===== config.mk =====
export PLATFORM = sky130hd
export DESIGN_NAME = uart_irq_error_parity_status
export DESIGN_NICKNAME = d
export VERILOG_FILES = /design/src/logic/uis_pkg.sv /design/src/logic/uis_cfg_if.sv /design/src/logic/uis_level_eval.sv /design/src/logic/uis_parity_unit.sv /design/src/logic/uart_irq_error_parity_status.sv
export SDC_FILE = /design/constraint.sdc
export NUM_CORES = 1
export LEC_CHECK = 0
export BUFFER_PORTS_ARGS = -buffer_cell sky130_fd_sc_hd__buf_4
export CAP_MARGIN = 20
export CORE_MARGIN = 3
export CORE_UTILIZATION = 52
export DETAILED_ROUTE_END_ITERATION = 10
export PLACE_DENSITY = 0.8
export SLEW_MARGIN = 20
export SYNTH_ARGS = -nofsm -noshare
export SYNTH_HDL_FRONTEND = slang
export SYNTH_SLANG_ARGS = --single-unit

===== constraint.sdc =====
create_clock -name clock -period 2.75 [get_ports clock]
set_clock_uncertainty 0.2 [all_clocks]
set_input_delay 0.6875 -clock clock [delete_from_list [all_inputs] [get_ports clock]]
set_output_delay 0.6875 -clock clock [all_outputs]
set_load 0.005 [all_outputs]

===== src/logic/uis_pkg.sv =====
package uis_pkg;
    // register byte offsets
    localparam logic [7:0] OFS_RAW = 8'h00;
    localparam logic [7:0] OFS_MASKED = 8'h04;
    localparam logic [7:0] OFS_ENABLE = 8'h08;
    localparam logic [7:0] OFS_CLEAR = 8'h0c;
    localparam logic [7:0] OFS_CONFIG = 8'h10;
    localparam logic [7:0] OFS_RXERR = 8'h14;
    localparam logic [7:0] OFS_TXSTAT = 8'h18;
    // interrupt source positions
    localparam int IRQ_COUNT = 12;
    localparam int BIT_MODEM_RING = 0;
    localparam int BIT_MODEM_CTS = 1;
    localparam int BIT_MODEM_DCD = 2;
    localparam int BIT_MODEM_DSR = 3;
    localparam int BIT_RX = 4;
    localparam int BIT_TX = 5;
    localparam int BIT_RX_TIMEOUT = 6;
    localparam int BIT_FRAMING_ERR = 7;
    localparam int BIT_PARITY_ERR = 8;
    localparam int BIT_BREAK = 9;
    localparam int BIT_OVERRUN = 10;
    localparam int BIT_ADDR_MATCH = 11;
    // receive error word positions
    localparam int ERR_FRAMING = 0;
    localparam int ERR_PARITY = 1;
    localparam int ERR_BREAK = 2;
    localparam int ERR_OVERRUN = 3;
    // config field positions
    localparam int CFG_PARITY_LSB = 0;
    localparam int CFG_TXMODE = 4;
    localparam int CFG_TXLVL_LSB = 8;
    localparam int CFG_RXLVL_LSB = 12;
    localparam int CFG_ERRCLR = 16;
    localparam logic [2:0] LVL_1_8 = 3'h0;
    localparam logic [2:0] LVL_2_8 = 3'h1;
    localparam logic [2:0] LVL_4_8 = 3'h2;
    localparam logic [2:0] LVL_6_8 = 3'h3;
    localparam logic [2:0] LVL_7_8 = 3'h4;
    localparam logic [2:0] LVL_RESET = LVL_4_8;
    // fifo depth in characters
    localparam logic [4:0] FIFO_DEPTH = 5'h10;
    typedef enum logic [2:0] {
        parity_off = 3'h0,
        parity_even_sel = 3'h1,
        parity_odd_sel = 3'h2,
        parity_stuck_high = 3'h3,
        parity_stuck_low = 3'h4
    } uis_parity_type;
    typedef enum logic {
        tx_irq_on_level = 1'b0,
        tx_irq_on_idle = 1'b1
    } uis_txmode_type;
    localparam logic [1:0] RESP_OKAY = 2'h0;
    localparam logic [1:0] RESP_SLVERR = 2'h2;
endpackage : uis_pkg


===== src/logic/uis_cfg_if.sv =====
`timescale 1ns/1ps
interface uis_cfg_if;
    import uis_pkg::*;
    logic [2:0] parity;
    logic [2:0] txLevel;
    logic [2:0] rxLevel;
    logic [4:0] txFill;
    logic [4:0] rxFill;
    logic txIdle;
    logic txBelow;
    logic rxAbove;
    modport ctrl (output parity, output txLevel, output rxLevel,
        output txFill, output rxFill, input txIdle, input txBelow,
        input rxAbove);
    modport eval (input parity, input txLevel, input rxLevel,
        input txFill, input rxFill, output txIdle, output txBelow,
        output rxAbove);
endinterface : uis_cfg_if


===== src/logic/uis_level_eval.sv =====
`timescale 1ns/1ps
module uis_level_eval
    import uis_pkg::*;
(
    // clocking
    input wire logic clock,
    input wire logic srst,
    // configuration and fill levels
    uis_cfg_if.eval cfg,
    // transmitter state
    input wire logic shifterBusy
);
    function automatic logic [4:0] mark(input logic [2:0] sel);
        case (sel)
            LVL_1_8: mark = FIFO_DEPTH >> 3;
            LVL_2_8: mark = FIFO_DEPTH >> 2;
            LVL_6_8: mark = (FIFO_DEPTH >> 1) + (FIFO_DEPTH >> 2);
            LVL_7_8: mark = FIFO_DEPTH - (FIFO_DEPTH >> 3);
            default: mark = FIFO_DEPTH >> 1;
        endcase
    endfunction : mark

    always_ff @(posedge clock) begin
        if (srst) begin
            cfg.txBelow <= 1'b0;
            cfg.rxAbove <= 1'b0;
            cfg.txIdle <= 1'b0;
        end else begin
            cfg.txBelow <= cfg.txFill <= mark(cfg.txLevel);
            cfg.rxAbove <= cfg.rxFill >= mark(cfg.rxLevel);
            // empty fifo and stop bits gone
            cfg.txIdle <= (cfg.txFill == 5'h00) && !shifterBusy;
        end
    end
endmodule : uis_level_eval


===== src/logic/uis_parity_unit.sv =====
`timescale 1ns/1ps
module uis_parity_unit
    import uis_pkg::*;
(
    // selection
    input wire logic [2:0] parity,
    // transmit side
    input wire logic [7:0] txData,
    output logic txParityBit,
    output logic txParityOn,
    // receive side
    input wire logic [7:0] rxData,
    input wire logic rxParityBit,
    output logic rxParityBad
);
    function automatic logic pbit(input logic [2:0] sel,
        input logic [7:0] d);
        case (sel)
            parity_even_sel: pbit = ^d;
            parity_odd_sel: pbit = ~^d;
            parity_stuck_high: pbit = 1'b1;
            parity_stuck_low: pbit = 1'b0;
            default: pbit = 1'b0;
        endcase
    endfunction : pbit

    always_comb begin
        txParityOn = parity != parity_off;
        txParityBit = pbit(parity, txData);
        rxParityBad = txParityOn
            && (pbit(parity, rxData) != rxParityBit);
    end
endmodule : uis_parity_unit


===== src/logic/uart_irq_error_parity_status.sv =====
// Behaviour
// - writing ones to the clear register drops only those pending sources
// - each source has an enable; disabled sources never reach the interrupt
// - twelve sources: address match, errors, timeout, tx, rx, four modem
// - status readable raw or masked by the enables
// - parity choice: none, even, odd, stuck one, stuck zero
// - parity applies to transmit and receive and reads back
// - four receive error flags read together as one word
// - overrun flag sets at once when overrun happens
// - one write clears all receive error flags
// - status bit shows transmit fifo has room for a character
// - idle mode: tx interrupt when fifo empty and shifter done
// - level mode: tx interrupt from fifo fill versus threshold
// - transmit interrupt mode is a readable setting
// - tx and rx thresholds of 1/8,2/8,4/8,6/8,7/8, readable
// - after reset the tx interrupt runs in level mode
`timescale 1ns/1ps
module uart_irq_error_parity_status
    import uis_pkg::*;
(
    // clocking
    input wire logic clock,
    input wire logic srst,
    // axi4-lite write address
    input wire logic [7:0] s_axi_awaddr,
    input wire logic s_axi_awvalid,
    output logic s_axi_awready,
    // axi4-lite write data
    input wire logic [31:0] s_axi_wdata,
    input wire logic [3:0] s_axi_wstrb,
    input wire logic s_axi_wvalid,
    output logic s_axi_wready,
    // axi4-lite write response
    output logic [1:0] s_axi_bresp,
    output logic s_axi_bvalid,
    input wire logic s_axi_bready,
    // axi4-lite read address
    input wire logic [7:0] s_axi_araddr,
    input wire logic s_axi_arvalid,
    output logic s_axi_arready,
    // axi4-lite read data
    output logic [31:0] s_axi_rdata,
    output logic [1:0] s_axi_rresp,
    output logic s_axi_rvalid,
    input wire logic s_axi_rready,
    // receiver events, one-cycle pulses
    input wire logic evAddrMatch,
    input wire logic evOverrun,
    input wire logic evBreak,
    input wire logic evParityErr,
    input wire logic evFramingErr,
    input wire logic evRxTimeout,
    // receive character for parity checking
    input wire logic rxCharValid,
    input wire logic [7:0] rxChar,
    input wire logic rxCharParity,
    // modem line levels from pins
    input wire logic modemDsr,
    input wire logic modemDcd,
    input wire logic modemCts,
    input wire logic modemRing,
    // fifo fill levels and transmit path state
    input wire logic [4:0] txFill,
    input wire logic [4:0] rxFill,
    input wire logic txShifterBusy,
    input wire logic [7:0] txChar,
    // outputs
    output logic txParityBit,
    output logic txParityOn,
    output logic txSpaceAvail,
    output logic irq
);
    uis_cfg_if cfg();

    logic [IRQ_COUNT-1:0] rawStatus;
    logic [IRQ_COUNT-1:0] enable;
    logic [3:0] rxErr;
    logic [2:0] parityCfg;
    logic txMode;
    logic [2:0] txLevelCfg;
    logic [2:0] rxLevelCfg;
    logic [3:0] modemSync1;
    logic [3:0] modemSync2;
    logic [3:0] modemLast;
    logic [1:0] modemWarm;
    logic modemArmed;
    logic rxParityBad;
    logic nextTxParityBit;
    logic nextTxParityOn;
    logic txBelowLast;
    logic txIdleLast;
    logic rxAboveLast;

    // write channel capture
    logic awHeld;
    logic wHeld;
    logic [7:0] awAddr;
    logic [31:0] wData;
    logic [3:0] wStrb;
    logic doWrite;
    logic [IRQ_COUNT-1:0] clearMask;
    logic errClear;
    logic [IRQ_COUNT-1:0] events;

    assign cfg.parity = parityCfg;
    assign cfg.txLevel = txLevelCfg;
    assign cfg.rxLevel = rxLevelCfg;
    assign cfg.txFill = txFill;
    assign cfg.rxFill = rxFill;

    uis_level_eval levels (
        .clock(clock),
        .srst(srst),
        .cfg(cfg),
        .shifterBusy(txShifterBusy)
    );

    uis_parity_unit parity (
        .parity(parityCfg),
        .txData(txChar),
        .txParityBit(nextTxParityBit),
        .txParityOn(nextTxParityOn),
        .rxData(rxChar),
        .rxParityBit(rxCharParity),
        .rxParityBad(rxParityBad)
    );

    assign doWrite = awHeld && wHeld && !s_axi_bvalid;

    // axi write side
    always_ff @(posedge clock) begin
        if (srst) begin
            awHeld <= 1'b0;
            wHeld <= 1'b0;
            awAddr <= 8'h00;
            wData <= 32'h0;
            wStrb <= 4'h0;
            s_axi_awready <= 1'b0;
            s_axi_wready <= 1'b0;
            s_axi_bvalid <= 1'b0;
            s_axi_bresp <= RESP_OKAY;
        end else begin
            s_axi_awready <= !awHeld && !s_axi_awready && s_axi_awvalid;
            s_axi_wready <= !wHeld && !s_axi_wready && s_axi_wvalid;
            if (s_axi_awvalid && s_axi_awready) begin
                awHeld <= 1'b1;
                awAddr <= s_axi_awaddr;
            end
            if (s_axi_wvalid && s_axi_wready) begin
                wHeld <= 1'b1;
                wData <= s_axi_wdata;
                wStrb <= s_axi_wstrb;
            end
            if (doWrite) begin
                awHeld <= 1'b0;
                wHeld <= 1'b0;
                s_axi_bvalid <= 1'b1;
                case (awAddr)
                    OFS_ENABLE, OFS_CLEAR, OFS_CONFIG:
                        s_axi_bresp <= RESP_OKAY;
                    OFS_RAW, OFS_MASKED, OFS_RXERR, OFS_TXSTAT:
                        s_axi_bresp <= RESP_OKAY;
                    default: s_axi_bresp <= RESP_SLVERR;
                endcase
            end else if (s_axi_bvalid && s_axi_bready) begin
                s_axi_bvalid <= 1'b0;
            end
        end
    end

    always_comb begin
        clearMask = '0;
        errClear = 1'b0;
        if (doWrite && awAddr == OFS_CLEAR) begin
            clearMask[7:0] = wStrb[0] ? wData[7:0] : 8'h00;
            clearMask[11:8] = wStrb[1] ? wData[11:8] : 4'h0;
        end
        if (doWrite && awAddr == OFS_CONFIG && wStrb[2]) begin
            errClear = wData[CFG_ERRCLR];
        end
    end

    // configuration registers
    always_ff @(posedge clock) begin
        if (srst) begin
            enable <= '0;
            parityCfg <= parity_off;
            txMode <= tx_irq_on_level;
            txLevelCfg <= LVL_RESET;
            rxLevelCfg <= LVL_RESET;
        end else if (doWrite && awAddr == OFS_ENABLE) begin
            if (wStrb[0]) enable[7:0] <= wData[7:0];
            if (wStrb[1]) enable[11:8] <= wData[11:8];
        end else if (doWrite && awAddr == OFS_CONFIG) begin
            if (wStrb[0] && wData[2:0] <= parity_stuck_low) begin
                parityCfg <= wData[2:0];
            end
            if (wStrb[0]) txMode <= wData[CFG_TXMODE];
            if (wStrb[1] && wData[10:8] <= LVL_7_8) begin
                txLevelCfg <= wData[10:8];
            end
            if (wStrb[1] && wData[14:12] <= LVL_7_8) begin
                rxLevelCfg <= wData[14:12];
            end
        end
    end

    // modem pin synchronisers and tx/rx level history
    always_ff @(posedge clock) begin
        if (srst) begin
            modemSync1 <= 4'h0;
            modemSync2 <= 4'h0;
            modemLast <= 4'h0;
            modemWarm <= 2'h0;
            txBelowLast <= 1'b0;
            txIdleLast <= 1'b0;
            rxAboveLast <= 1'b0;
        end else begin
            modemSync1 <= {modemDsr, modemDcd, modemCts, modemRing};
            modemSync2 <= modemSync1;
            modemLast <= modemSync2;
            if (modemWarm != 2'h3) modemWarm <= modemWarm + 2'h1;
            txBelowLast <= cfg.txBelow;
            txIdleLast <= cfg.txIdle;
            rxAboveLast <= cfg.rxAbove;
        end
    end

    always_comb begin
        events = '0;
        events[BIT_ADDR_MATCH] = evAddrMatch;
        events[BIT_OVERRUN] = evOverrun;
        events[BIT_BREAK] = evBreak;
        events[BIT_PARITY_ERR] = evParityErr || (rxCharValid && rxParityBad);
        events[BIT_FRAMING_ERR] = evFramingErr;
        events[BIT_RX_TIMEOUT] = evRxTimeout;
        if (txMode == tx_irq_on_idle) begin
            events[BIT_TX] = cfg.txIdle && !txIdleLast;
        end else begin
            events[BIT_TX] = cfg.txBelow && !txBelowLast;
        end
        events[BIT_RX] = cfg.rxAbove && !rxAboveLast;
        events[BIT_MODEM_DSR] = modemArmed && (modemSync2[3] ^ modemLast[3]);
        events[BIT_MODEM_DCD] = modemArmed && (modemSync2[2] ^ modemLast[2]);
        events[BIT_MODEM_CTS] = modemArmed && (modemSync2[1] ^ modemLast[1]);
        events[BIT_MODEM_RING] = modemArmed && (modemSync2[0] ^ modemLast[0]);
    end

    // no false pin edge while the chain still holds reset zeros
    assign modemArmed = modemWarm == 2'h3;

    // sticky status, set wins over clear
    genvar i;
    generate
        for (i = 0; i < IRQ_COUNT; i++) begin : g_status
            always_ff @(posedge clock) begin
                if (srst) begin
                    rawStatus[i] <= 1'b0;
                end else if (events[i]) begin
                    rawStatus[i] <= 1'b1;
                end else if (clearMask[i]) begin
                    rawStatus[i] <= 1'b0;
                end
            end
        end
    endgenerate

    // receive error flags
    always_ff @(posedge clock) begin
        if (srst) begin
            rxErr <= 4'h0;
        end else begin
            rxErr[ERR_OVERRUN] <= evOverrun
                || (rxErr[ERR_OVERRUN] && !errClear);
            rxErr[ERR_FRAMING] <= (rxCharValid && evFramingErr)
                || (rxErr[ERR_FRAMING] && !errClear);
            rxErr[ERR_PARITY] <= events[BIT_PARITY_ERR]
                || (rxErr[ERR_PARITY] && !errClear);
            rxErr[ERR_BREAK] <= evBreak
                || (rxErr[ERR_BREAK] && !errClear);
        end
    end

    // outputs
    always_ff @(posedge clock) begin
        if (srst) begin
            irq <= 1'b0;
            txSpaceAvail <= 1'b0;
            txParityBit <= 1'b0;
            txParityOn <= 1'b0;
        end else begin
            irq <= |(rawStatus & enable);
            txSpaceAvail <= txFill < FIFO_DEPTH;
            txParityBit <= nextTxParityBit;
            txParityOn <= nextTxParityOn;
        end
    end

    // axi read side
    always_ff @(posedge clock) begin
        if (srst) begin
            s_axi_arready <= 1'b0;
            s_axi_rvalid <= 1'b0;
            s_axi_rdata <= 32'h0;
            s_axi_rresp <= RESP_OKAY;
        end else begin
            s_axi_arready <= !s_axi_rvalid && !s_axi_arready
                && s_axi_arvalid;
            if (s_axi_arvalid && s_axi_arready) begin
                s_axi_rvalid <= 1'b1;
                s_axi_rresp <= RESP_OKAY;
                s_axi_rdata <= 32'h0;
                case (s_axi_araddr)
                    OFS_RAW: s_axi_rdata[11:0] <= rawStatus;
                    OFS_MASKED: s_axi_rdata[11:0] <= rawStatus & enable;
                    OFS_ENABLE: s_axi_rdata[11:0] <= enable;
                    OFS_CLEAR: s_axi_rdata <= 32'h0;
                    OFS_CONFIG: s_axi_rdata <= {15'h0, 1'b0, 1'b0,
                        rxLevelCfg, 1'b0, txLevelCfg, 3'h0, txMode,
                        1'b0, parityCfg};
                    OFS_RXERR: s_axi_rdata[3:0] <= rxErr;
                    OFS_TXSTAT: s_axi_rdata[1:0] <= {cfg.txIdle,
                        txSpaceAvail};
                    default: s_axi_rresp <= RESP_SLVERR;
                endcase
            end else if (s_axi_rvalid && s_axi_rready) begin
                s_axi_rvalid <= 1'b0;
            end
        end
    end
endmodule : uart_irq_error_parity_status


==> metrics list <==
- Routed vias/inst: 5.53
- Headroom to the max-slew limit came out at 0.499.
* Global-route wire length before repair: 20.3 mm
- Switching pwr: 924 µW
* Maximum fanout encountered on the critical timing path: 8
- The die covers 10,800 µm².
- Proportion of register bits with asynchronous set or reset after synthesis: 0
* Floorplan row count: 35
- Weighted congestion reported at the end of routability-driven placement: 0.863
* Dominant cells by area after synthesis: sky130_fd_sc_hd__dfxtp_1 (45%), sky130_fd_sc_hd__a21oi_1 (6.0%), sky130_fd_sc_hd__nand2_1 (4.5%), sky130_fd_sc_hd__nor2_1 (4.4%), sky130_fd_sc_hd__mux2i_1 (3.8%)
* Family with the most delay on the worst path: simple AND/OR/NAND/NOR gates
- Total routing resource utilization after global routing: 0.230
- The startpoint identified for the worst register-to-register timing path is awAddr[6].
* Req. time, crit path: 2.93 ns
* Post-CTS repair timing setup buffer count: 0
* Crit path buf inv count: 0
* HPWL reported at the end of detailed placement: 8.63 mm
- GRT Residual Overflow: 0
- Worst stage delay on the critical path: 0.57 ns
- Synthesized instance count: 576
- Ratio of final minimum period to clock period: 0.912
- Number of DRC markers after the initial detailed-route iteration: 237
* Portion of total power attributed to the clock network: 0.512
* Clock root buffer: sky130_fd_sc_hd__clkbuf_8
- The routed layout has 4,538 vias.
* Combinational share of power: 0.078
- Standard cell with the maximum stage delay on the critical path: sky130_fd_sc_hd__or4_4
- The worst setup path is of the reg2reg kind.
- RSZ-0062 raised after global routing: no
- Fin crit period: 2.51 ns
- End of the worst register-to-register path: rawStatus[7]
* Fraction of post-synthesis cell area in the top cell type by area: 0.454
- The synthesized netlist occupies a cell area of 4980 µm².
* DIE HEIGHT: 104 µm
* Endpoint type of the worst setup path: flop
- The setup check on the worst reg-to-reg path leaves a slack of 0.24 ns.
- Die boundary width: 104 µm
- Setup violations remaining at the end of the flow were counted as 0.
- Number of synthesized register bits: 113
- The path with the worst hold slack has its endpoint at levels.cfg.txBelow.
- Yosys mapped a number of flops with a built-in enable equal to 0.
* Syn. warnings: 0
- Share of the yosys chip area belonging to registers: 0.454
- The clock net in this run drives a total of 113 sinks.
- Max Cap Violations: 0
* Total power consumption of the routed design: 4.22 mW
- Final Hold Fails: 0
- In this run the remaining antenna-violating nets after routing total 0.
- The first TritonRoute pass finished after 4 iterations.
- Buffers inserted during clock tree synthesis total 17.
- TritonCTS built the clock tree.
- Dividing total power by cell area gives a power density of 660 nW/µm².
* Average footprint of a synthesized cell: 8.64 µm²
- Initial Util: 0.536
* Filler cell count: 754
* Final setup TNS: 0 ns
- The number of gates resized after CTS was 0.
- The startpoint identified for the worst hold timing path is txFill[4].
* Standby leakage power: 2.65 nW
- The worst hold path passes through 2 cells.
* Number of different library cells in the post-synthesis netlist: 56
- For this run, the leading register cell type out of synthesis is sky130_fd_sc_hd__dfxtp_1.
- After clock tree synthesis, the flow added hold-fix buffers numbering 0.
- After detailed routing, the total wire length is 12.3 mm.
* Post-placement worst setup slack: 0.205 ns
* Net count reported at finish: 785
* # port buffers: 106
- Sequential share of power: 0.410
- Commonest cells after routing, fill and taps aside: sky130_fd_sc_hd__dfxtp_1 (113), sky130_fd_sc_hd__buf_4 (113), sky130_fd_sc_hd__a21oi_1 (60), sky130_fd_sc_hd__nand2_1 (60), sky130_fd_sc_hd__nor2_1 (58)
- Clock-pin slew was measured on the worst setup and hold paths at 0.06 ns.
- Highest clock frequency the design can meet: 0.399 GHz
- The initial antenna violation count is 0.
* Area occupied by multi-input gates: 2460 µm²
- The region available for standard cell placement spans 9280 µm².
- Excluding fillers, the count of instances in the completed layout stands at 821.
* Levels on crit path: 5
* Number of global-route vias before repair: 4,349
- Crit-path cells: or4_4 -> nor4_1 -> nand4_1 -> o21ai_0 -> a21oi_1
* Share of cells above drive strength 1: 0.224
- Nature of the critical path startpoint: flop
- Antenna Cells: 0
- Worst reg-to-reg path cell count: 5
- Entering global routing, the biggest net connects 35 pins.
- The internal portion of the total power is 3.30 mW.
- The clock passes through at most 2 buffers.
- Worst-margin pin slew: 0.749 ns
- Clk Latency, worst-skew pair: 0.51 ns
* Number of placed I/O pins: 143
- Flip-flop and latch area: 2260 µm²
- Number of H-tree branching levels: 4
- STA puts the critical path data arrival time at 2.69 ns.
* Switching Share: 0.219
- For this run, design rule violations remaining after detail routing come to 0.
- The tightest min-delay check is of the in2reg type.
* Cell count after placement: 790
- Layout-stage area growth over the synthesis result: 28.5%
- Worst IR drop on VDD: 0.000402 V
- Number of pins exceeding their max-slew limit in the final report: 0
- Result of the run: complete, no violations
* Synth area leader: sky130_fd_sc_hd__dfxtp_1
- After detailed routing, the average wire length per cell comes to 14.9 µm.
- Final Worst Setup Slack: 0.243 ns
[registers in the layout, indices dropped and copies added (netlist names), 2 cells and up]
| signal | cells |
|---|---|
| wData | 16 |
| s_axi_rdata | 15 |
| enable | 12 |
| rawStatus | 12 |
| awAddr | 8 |
| modemLast | 4 |
| modemSync1 | 4 |
| modemSync2 | 4 |
| rxErr | 4 |
| cfg.parity | 3 |
| cfg.rxLevel | 3 |
| cfg.txLevel | 3 |
| wStrb | 3 |
| modemWarm | 2 |
[through the flow]
step / area, µm² / utilization / hold WS [ns]
2_1_floorplan: 5050 / - / 0.214
3_3_place_gp: 5800 / 0.625 / 0.221
3_5_place_dp: 5800 / 0.625 / 0.225
4_1_cts: 6400 / 0.689 / 0.158
5_1_grt: 6400 / 0.689 / 0.145
6_report: 6400 / 0.689 / 0.172
[routing by layer]
| layer | wire length, µm | up-vias | share of wire | track usage |
|---|---|---|---|---|
| met5 | 0 | - | 0 | 0 |
| met2 | 5840 | 213 | 0.48 | 0.378 |
| met4 | 199 | 0 | 0.016 | 0.0760 |
| met3 | 1110 | 18 | 0.091 | 0.0692 |
| met1 | 5120 | 2117 | 0.42 | 0.289 |
| li1 | - | 2190 | - | - |
[cells by family (layout without fill, tap and decap cells)]
family / count (synthesis) / count (layout) / synth area share
AND/OR/NAND/NOR: 213 / 213 / 0.213
buffers and inverters: 64 / 162 / 0.0641
AO/OA/AOI/OAI: 139 / 139 / 0.176
multiplexers: 20 / 20 / 0.0405
flip-flops: 113 / 113 / 0.454
XOR/XNOR: 19 / 19 / 0.0334
other: 1 / 19 / 0.000753
adder cells (fa/ha/maj): 7 / 7 / 0.0176
[power by group through the flow]
stage,clock (mW),combinational [mW],sequential [mW]
detailed placement,0,0.324,1.76
finish,2.16,0.329,1.73
CTS,2.18,0.329,1.73
floorplan,0,0.209,1.75
global route,2.26,0.363,1.74
global placement,0,0.315,1.76
[cell usage after synthesis (3+ instances only)]
cell type	number
sky130_fd_sc_hd__xor2_1	5
sky130_fd_sc_hd__a22o_1	4
sky130_fd_sc_hd__xnor2_1	14
sky130_fd_sc_hd__o21ai_0	24
sky130_fd_sc_hd__a32o_1	3
sky130_fd_sc_hd__a211oi_1	4
sky130_fd_sc_hd__ha_1	7
sky130_fd_sc_hd__a32oi_1	8
sky130_fd_sc_hd__clkbuf_1	24
sky130_fd_sc_hd__nor4b_1	4
sky130_fd_sc_hd__and2_1	4
sky130_fd_sc_hd__nor2_1	58
sky130_fd_sc_hd__a22oi_1	14
sky130_fd_sc_hd__nand2b_1	17
sky130_fd_sc_hd__inv_1	17
sky130_fd_sc_hd__nand3_1	16
sky130_fd_sc_hd__dfxtp_1	113
sky130_fd_sc_hd__a221oi_1	3
sky130_fd_sc_hd__o2bb2ai_1	5
sky130_fd_sc_hd__nand2_1	60
sky130_fd_sc_hd__a21oi_1	60
sky130_fd_sc_hd__mux2i_1	19
sky130_fd_sc_hd__buf_4	19
sky130_fd_sc_hd__nor4_1	4
sky130_fd_sc_hd__nor3_1	14
sky130_fd_sc_hd__nor2b_1	21
[worst max-delay path by stage]
stage / startpoint / endpoint / slack, ns
after floorplan: s_axi_araddr[1] / s_axi_rdata[10] / 0.45
after global placement: s_axi_araddr[1] / s_axi_rdata[9] / 0.23
after detailed placement: s_axi_araddr[1] / s_axi_rdata[10] / 0.21
after CTS: awAddr[6] / rawStatus[7] / 0.23
after global routing: awAddr[6] / rawStatus[5] / 0.11
final: awAddr[6] / rawStatus[7] / 0.24
[cell type report]
cell class	count	area share
Multi-Input combinational cell	417	0.385
Sequential cell	113	0.354
Timing Repair Buffer	113	0.133
Clock buffer	21	0.0718
Tap cell	129	0.0252
Clock inverter	10	0.0209
Inverter	18	0.0106
(Power assumes the default switching activity.)
